### config.mk
export PLATFORM = sky130hd
export DESIGN_NAME = atg_core
export DESIGN_NICKNAME = d
export VERILOG_FILES = /design/src/design/atg_pkg.sv /design/src/design/atg_dec_if.sv /design/src/design/atg_core.sv /design/src/design/atg_decoder.sv
export VERILOG_INCLUDE_DIRS = /design/src /design/src/design
export SDC_FILE = /design/constraint.sdc
export NUM_CORES = 2
export LEC_CHECK = 0
export BUFFER_PORTS_ARGS = -buffer_cell sky130_fd_sc_hd__buf_2
export CORE_AREA = 3 3 572 347
export CTS_CLUSTER_DIAMETER = 200
export DETAILED_ROUTE_END_ITERATION = 10
export DIE_AREA = 0 0 575 350
export PLACE_DENSITY = 0.54
export SYNTH_ARGS = -nofsm -noshare
export SYNTH_HDL_FRONTEND = slang
export SYNTH_HIERARCHICAL = 1
export SYNTH_SLANG_ARGS = --single-unit
### constraint.sdc
create_clock -name sys_clk_in -period 4.2 [get_ports sys_clk_in]
set_input_delay 0.84 -clock sys_clk_in [delete_from_list [all_inputs] [get_ports sys_clk_in]]
set_output_delay 0.84 -clock sys_clk_in [all_outputs]
set_load 0.005 [all_outputs]
### src/design/atg_consts.svh
`ifndef ATG_CONSTS_SVH
`define ATG_CONSTS_SVH

// Opcodes of the transfer group
`define ATG_OPC_CONV_LOW   10'h249
`define ATG_OPC_MEM_XOR    6'h2C
`define ATG_OPC_CLK_CTL    10'h252
`define ATG_OPC_PU_FIRST   10'h257
`define ATG_OPC_PU_SECOND  10'h25E
`define ATG_OPC_CONV_CTL1  10'h244
`define ATG_OPC_CONV_CTL2  10'h245
`define ATG_OPC_CONV_CTL3  10'h246

// Opcode fields
`define ATG_GRP_HI         9
`define ATG_GRP_LO         4
`define ATG_IMM_HI         3
`define ATG_LOW_CLEAR      2'h0

// Data memory
`define ATG_MEM_DEPTH      9'h180

// APB register offsets
`define ATG_OFS_CTRL       8'h00
`define ATG_OFS_ACC        8'h04
`define ATG_OFS_COLUMN     8'h08
`define ATG_OFS_DPTR       8'h0C
`define ATG_OFS_MADDR      8'h10
`define ATG_OFS_MDATA      8'h14
`define ATG_OFS_CARRY      8'h18
`define ATG_OFS_STATUS     8'h1C
`define ATG_OFS_COUNT      8'h20

// Field positions and reset values
`define ATG_CTRL_EN_BIT    0
`define ATG_CARRY_BIT      0
`define ATG_CTRL_EN_RST    1'h1
`define ATG_NIB_RST        4'h0
`define ATG_PTR_RST        9'h000
`define ATG_COUNT_RST      16'h0000
`define ATG_COUNT_STEP     16'h0001
`define ATG_WORD_ZERO      32'h00000000

`endif

### src/design/atg_pkg.sv
package atg_pkg;

  typedef enum logic [3:0] {
    ATG_OP_NONE      = 4'h0,
    ATG_OP_CONV_LOW  = 4'h1,
    ATG_OP_MEM_XOR   = 4'h2,
    ATG_OP_CLK_CTL   = 4'h3,
    ATG_OP_PU_FIRST  = 4'h4,
    ATG_OP_PU_SECOND = 4'h5,
    ATG_OP_CONV_CTL1 = 4'h6,
    ATG_OP_CONV_CTL2 = 4'h7,
    ATG_OP_CONV_CTL3 = 4'h8
  } atg_op_t;

  typedef logic [3:0] atg_nib_t;
  typedef logic [8:0] atg_ptr_t;

endpackage

### src/design/atg_dec_if.sv
`timescale 1ns/1ns
interface atg_dec_if;
  import atg_pkg::*;
  logic [9:0] opcode;
  atg_op_t    op;
  atg_nib_t   imm;
  modport core (output opcode, input op, input imm);
  modport dec (input opcode, output op, output imm);
endinterface

### src/design/atg_core.sv
// Behaviour
// - Converter-low read: result bits 1:0 into accumulator 3:2, low two bits cleared.
// - Memory load: accumulator from memory at data pointer; column XORed with immediate.
// - Memory load opcode is group 2C with a 4-bit immediate 0 to 15.
// - Clock-control read copies the clock control register into the accumulator.
// - Opcode 10'h257 copies the first pull-up control register into the accumulator.
// - Opcode 10'h25E copies the second pull-up control register into accumulator.
// - Three converter-control reads copy the first, second or third control register.
`timescale 1ns/1ns
`include "atg_consts.svh"
module atg_core
  import atg_pkg::*;
(
  input  wire logic        sys_clk_in,
  input  wire logic        srst_in,
  input  wire logic        psel_in,
  input  wire logic        penable_in,
  input  wire logic        pwrite_in,
  input  wire logic [7:0]  paddr_in,
  input  wire logic [31:0] pwdata_in,
  output logic      [31:0] prdata_out,
  output logic             pready_out,
  output logic             pslverr_out,
  input  wire logic        instr_valid_in,
  input  wire logic [9:0]  instr_in,
  input  wire logic [9:0]  conv_result_in,
  input  wire logic [3:0]  clock_control_register_in,
  input  wire logic [3:0]  pullup_control_first_in,
  input  wire logic [3:0]  pullup_control_second_in,
  input  wire logic [3:0]  converter_control_first_in,
  input  wire logic [3:0]  converter_control_second_in,
  input  wire logic [3:0]  converter_control_third_in,
  output logic      [3:0]  acc_out,
  output logic      [3:0]  column_out,
  output logic      [8:0]  data_pointer_out,
  output logic             carry_flag_out,
  output logic             skip_out,
  output logic             exec_done_out
);

  atg_dec_if dif ();

  atg_nib_t    acc;
  atg_nib_t    next_acc;
  atg_nib_t    column;
  atg_nib_t    next_column;
  atg_ptr_t    dptr;
  atg_ptr_t    next_dptr;
  atg_ptr_t    maddr;
  atg_ptr_t    next_maddr;
  logic        carry;
  logic        next_carry;
  logic        en;
  logic        next_en;
  atg_nib_t    last_op;
  atg_nib_t    next_last_op;
  logic [15:0] count;
  logic [15:0] next_count;
  logic [31:0] prdata;
  logic [31:0] next_prdata;
  logic        pready;
  logic        next_pready;
  logic        pslverr;
  logic        next_pslverr;
  logic        done;
  logic        next_done;
  logic        skip;
  logic        next_skip;
  atg_nib_t    mem [0:`ATG_MEM_DEPTH-1];
  logic        mem_we;
  atg_nib_t    mem_rd;
  atg_nib_t    mdata_rd;
  logic        apb_wr;
  logic        exec;
  logic        hit;
  logic [1:0]  conv_low;
  atg_op_t     op;
  atg_nib_t    imm;

  assign dif.opcode = instr_in;
  assign op         = dif.op;
  assign imm        = dif.imm;
  assign conv_low   = conv_result_in[1:0];

  atg_decoder u_dec (
    .d (dif.dec)
  );

  // Out-of-range addresses read as zero rather than aliasing
  assign mem_rd   = (dptr < `ATG_MEM_DEPTH) ? mem[dptr] : `ATG_NIB_RST;
  assign mdata_rd = (maddr < `ATG_MEM_DEPTH) ? mem[maddr] : `ATG_NIB_RST;

  assign apb_wr = psel_in && penable_in && pready && pwrite_in;
  assign exec   = instr_valid_in && en && (op != ATG_OP_NONE);

  // APB slave: one wait state, answer registered
  always_comb begin
    next_pready  = psel_in && penable_in && !pready;
    next_prdata  = `ATG_WORD_ZERO;
    next_pslverr = 1'b0;
    hit          = 1'b1;
    case (paddr_in)
      `ATG_OFS_CTRL:   next_prdata = 32'(en);
      `ATG_OFS_ACC:    next_prdata = 32'(acc);
      `ATG_OFS_COLUMN: next_prdata = 32'(column);
      `ATG_OFS_DPTR:   next_prdata = 32'(dptr);
      `ATG_OFS_MADDR:  next_prdata = 32'(maddr);
      `ATG_OFS_MDATA:  next_prdata = 32'(mdata_rd);
      `ATG_OFS_CARRY:  next_prdata = 32'(carry);
      `ATG_OFS_STATUS: next_prdata = 32'(last_op);
      `ATG_OFS_COUNT:  next_prdata = 32'(count);
      default:         hit = 1'b0;
    endcase
    if (!next_pready) begin
      next_prdata = `ATG_WORD_ZERO;
    end else if (!hit) begin
      next_pslverr = 1'b1;
    end
  end

  // Register writes first, then the instruction overrides the same cycle
  always_comb begin
    next_acc     = acc;
    next_column  = column;
    next_dptr    = dptr;
    next_maddr   = maddr;
    next_carry   = carry;
    next_en      = en;
    next_last_op = last_op;
    next_count   = count;
    next_done    = exec;
    next_skip    = 1'b0;
    mem_we       = 1'b0;
    if (apb_wr) begin
      case (paddr_in)
        `ATG_OFS_CTRL:   next_en = pwdata_in[`ATG_CTRL_EN_BIT];
        `ATG_OFS_ACC:    next_acc = pwdata_in[3:0];
        `ATG_OFS_COLUMN: next_column = pwdata_in[3:0];
        `ATG_OFS_DPTR:   next_dptr = pwdata_in[8:0];
        `ATG_OFS_MADDR:  next_maddr = pwdata_in[8:0];
        `ATG_OFS_MDATA:  mem_we = (maddr < `ATG_MEM_DEPTH);
        `ATG_OFS_CARRY:  next_carry = pwdata_in[`ATG_CARRY_BIT];
        default:         mem_we = 1'b0;
      endcase
    end
    if (exec) begin
      next_last_op = op;
      next_count   = count + `ATG_COUNT_STEP;
      // Carry is never touched by this group
      case (op)
        ATG_OP_CONV_LOW:  next_acc = {conv_low, `ATG_LOW_CLEAR};
        ATG_OP_MEM_XOR: begin
          next_acc    = mem_rd;
          next_column = column ^ imm;
        end
        ATG_OP_CLK_CTL:   next_acc = clock_control_register_in;
        ATG_OP_PU_FIRST:  next_acc = pullup_control_first_in;
        ATG_OP_PU_SECOND: next_acc = pullup_control_second_in;
        ATG_OP_CONV_CTL1: next_acc = converter_control_first_in;
        ATG_OP_CONV_CTL2: next_acc = converter_control_second_in;
        ATG_OP_CONV_CTL3: next_acc = converter_control_third_in;
        default:          next_acc = acc;
      endcase
    end
  end

  always_ff @(posedge sys_clk_in) begin
    if (mem_we) begin
      mem[maddr] <= pwdata_in[3:0];
    end
  end

  always_ff @(posedge sys_clk_in) begin
    if (srst_in) begin
      acc     <= `ATG_NIB_RST;
      column  <= `ATG_NIB_RST;
      dptr    <= `ATG_PTR_RST;
      maddr   <= `ATG_PTR_RST;
      carry   <= 1'b0;
      en      <= `ATG_CTRL_EN_RST;
      last_op <= `ATG_NIB_RST;
      count   <= `ATG_COUNT_RST;
      prdata  <= `ATG_WORD_ZERO;
      pready  <= 1'b0;
      pslverr <= 1'b0;
      done    <= 1'b0;
      skip    <= 1'b0;
    end else begin
      acc     <= next_acc;
      column  <= next_column;
      dptr    <= next_dptr;
      maddr   <= next_maddr;
      carry   <= next_carry;
      en      <= next_en;
      last_op <= next_last_op;
      count   <= next_count;
      prdata  <= next_prdata;
      pready  <= next_pready;
      pslverr <= next_pslverr;
      done    <= next_done;
      skip    <= next_skip;
    end
  end

  assign acc_out          = acc;
  assign column_out       = column;
  assign data_pointer_out = dptr;
  assign carry_flag_out   = carry;
  assign skip_out         = skip;
  assign exec_done_out    = done;
  assign prdata_out       = prdata;
  assign pready_out       = pready;
  assign pslverr_out      = pslverr;
endmodule

### src/design/atg_decoder.sv
`timescale 1ns/1ns
`include "atg_consts.svh"
module atg_decoder
  import atg_pkg::*;
(
  atg_dec_if.dec d
);

  always_comb begin
    d.imm = d.opcode[`ATG_IMM_HI:0];
    d.op  = ATG_OP_NONE;
    if (d.opcode[`ATG_GRP_HI:`ATG_GRP_LO] == `ATG_OPC_MEM_XOR) begin
      // Low nibble is the immediate, any of 16 values
      d.op = ATG_OP_MEM_XOR;
    end else begin
      case (d.opcode)
        `ATG_OPC_CONV_LOW:  d.op = ATG_OP_CONV_LOW;
        `ATG_OPC_CLK_CTL:   d.op = ATG_OP_CLK_CTL;
        `ATG_OPC_PU_FIRST:  d.op = ATG_OP_PU_FIRST;
        `ATG_OPC_PU_SECOND: d.op = ATG_OP_PU_SECOND;
        `ATG_OPC_CONV_CTL1: d.op = ATG_OP_CONV_CTL1;
        `ATG_OPC_CONV_CTL2: d.op = ATG_OP_CONV_CTL2;
        `ATG_OPC_CONV_CTL3: d.op = ATG_OP_CONV_CTL3;
        default:            d.op = ATG_OP_NONE;
      endcase
    end
  end

endmodule

==> metrics.yaml <==
status: "completed"
met2_length_um: 103000
seqCellArea_mm2: 0.0479
dieHeight_um: 350
cp-end-kind: "flop"
start_util: 0.401
cpPeakStageDelay_ns: 0.80
yosysWarnings: 6
fin_crit_ns: 3.83
grt_pass1_wl_um: 372000
hold_class: "primary input to flop"
path_delay_family: "multiplexers"
combPwrFrac: 0.012
sw_frac_of_total: 0.206
reg2reg_slack_ns: 0.37
fin_area_mm2: 0.0866
worstSkewPairLatency_ns: 0.80
async_flop_share: 0
ir_drop_mv: 0.291
layout_common_cells: "edfxtp_1, mux4_2, nor2_1"
path_class: "flop to flop"
netlist.area_leader.share: 0.596
cp_num_buf_inv: 1
htree_levels: 4
num_vias: 47400
clock.fmax_mhz: 261
cpMostUsedCell: "mux4_2"
hpwlAfterDp_um: 182000
cts-resized-gates: 0
cts-root-buf: "clkbuf_16"
synth_cell_types: 86
final_net_count: 4590
ys_seq_area_frac: 0.618
critPathSlowestCell: "dfxtp_4"
numCtsBuffers: 159
cp_num_cells: 7
wl_per_cell_um: 37.1
dieArea_mm2: 0.201
final_util: 0.448
drt-initial-drc-count: 7816
synth-seq-cells: 1621
relSlewSlack: 0.222
maxSlewViolCount: 0
clock_skew_ns: 0.0379
grt_usage: 0.263
layout_commonest_cell: "edfxtp_1"
powerDensity_mw_per_mm2: 373
postRouteAntennaNets: 0
clk_path_buf_depth: 4
grt_overflow: 0
whs_ns: 0.342
synth_top_area_cell: "edfxtp_1"
min_from: "pwdata_in[4]"
p_int_mw: 25.7
grt_pass1_vias: 45400
ctsHoldBuffers: 0
pin_count: 144
crit_path_max_fanout: 33
worst_pin_slew_ns: 1.17
timing.setup.tns_ns: 0
clk_pin_slew_worst_paths_ns: 0.07
layoutNonFillerInstCount: 7219
clkPwrFrac: 0.442
drc_errors: 0
ys.flop_type: "edfxtp_1"
dp_cells: 6941
ys_top_cells_by_area: "edfxtp_1, mux4_2, mux2i_1, nor2_1, dfxtp_1"
setup.worst_path.start_class: "flop"
syn-cell-area_mm2: 0.0774
met1_length_um: 116000
dpl-instance-area_mm2: 0.0817
syn_inst: 4348
setup_viol: 0
rows: 125
timing.final.ws_setup_ns: 0.372
grt_max_degree: 121
gp_congestion: 0.920
dr_wl_met3_um: 43500
cts_setup_buffers: 0
syn_avg_cell_area_um2: 17.8
pwr-share-seq: 0.546
maxCapViolCount: 0
cts_tree: "built"
drive_gt1_frac: 0.313
required_ns: 4.84
path_cells: "buf_12 -> mux4_2 -> mux4_2 -> mux2i_1 -> a211oi_1 -> a31oi_1 -> o211ai_1"
viasPerCell: 6.57
num-fill-cells: 16700
cts.sinks: 1621
reg2reg_depth: 7
grt_antenna_before_repair: 19
first_pass_iters: 8
synth-edff-count: 1536
power.switching_mw: 6.65
portBuffers: 95
top_layer_used: "met5"
arrival_ns: 4.47
min_path_cells: 3
multi_input_area_mm2: 0.0275
dp_slack_ns: 0.106
finalPower_mw: 32.3
core_mm2: 0.193
period_share: 0.912
hold_viol: 0
die_w_um: 575
p_leak_nw: 25.2
reg2reg_to: "prdata_out[1]"
area_growth_pct: 11.9
totalWireLength_um: 268000
rsz0062_at_grt: "no"
-- cell families (layout without fill, tap and decap cells) --
family,count (synthesis),count (layout),share of synthesized area
muxes,1017,1017,0.263
xor gates and xnor gates,17,17,0.00192
other,1,20,0.0000484
and+or+nand+nor,928,928,0.0539
adders and majority gates,1,1,0.000162
DFF,1621,1621,0.618
buffers and inverters,387,636,0.0289
AOI/OAI and AO/OA,376,376,0.0348
-- power groups by stage --
stage               clock [mW]  sequential (mW)  combinational (mW)
global route              15.2             17.6               0.414
CTS                       14.4             17.7               0.381
finish                    14.3             17.7               0.382
floorplan                    0             18.0              0.0564
global placement             0             18.0               0.374
detailed placement           0             18.0               0.384
-- sequential cells by signal (all words and copies together), names as in the netlist, named ones only --
name	count
last_op	4
data_pointer_out	9
carry_flag_out	1
column_out	4
mem	1536
acc_out	4
exec_done_out	1
count	16
maddr	9
en	1
pready_out	1
prdata_out	16
pslverr_out	1
-- metal layers --
metal,track usage,up-vias
li1,-,18500
met1,0.408,25300
met2,0.332,3280
met3,0.123,353
met4,0.0488,8
met5,0,-
-- final cells by class --
type	instances	area share
Antenna cell	3	0.0000866
Clock buffer	189	0.0484
Clock inverter	86	0.00888
Inverter	11	0.000534
Multi-Input combinational cell	2356	0.317
Sequential cell	1621	0.552
Tap cell	2603	0.0376
Timing Repair Buffer	350	0.0347
-- worst max path at each step --
| stage | endpoint | slack [ns] | startpoint |
|---|---|---|---|
| finish | prdata_out[1] | 0.37 | flop |
| global placement | mem[302][1] | 0.20 | paddr_in[5] |
| global route | prdata_out[2] | 0.33 | flop |
| CTS | prdata_out[1] | 0.41 | flop |
| detailed placement | acc_out[0] | 0.11 | instr_in[3] |
| floorplan | acc_out[2] | 0.78 | instr_in[3] |
-- Yosys cell counts, types with 24 or more instances --
cell type / number
edfxtp_1: 1536
mux4_2: 800
nor2_1: 498
mux2i_1: 190
clkbuf_1: 148
nand2_1: 148
buf_2: 94
dfxtp_1: 85
a21oi_1: 75
nand3_1: 71
o221ai_1: 55
buf_4: 52
o22ai_1: 47
nor2b_1: 37
buf_6: 35
nor3_1: 32
buf_1: 30
o21ai_0: 30
a211oi_1: 26
a22oi_1: 24
-- tightest hold or removal path, delay by kind of cell --
kind	cells	cell delay, ns
compound gates	1	0.07
simple gates	1	0.06
buf+inv	1	0.12
(Power assumes the default switching activity.)
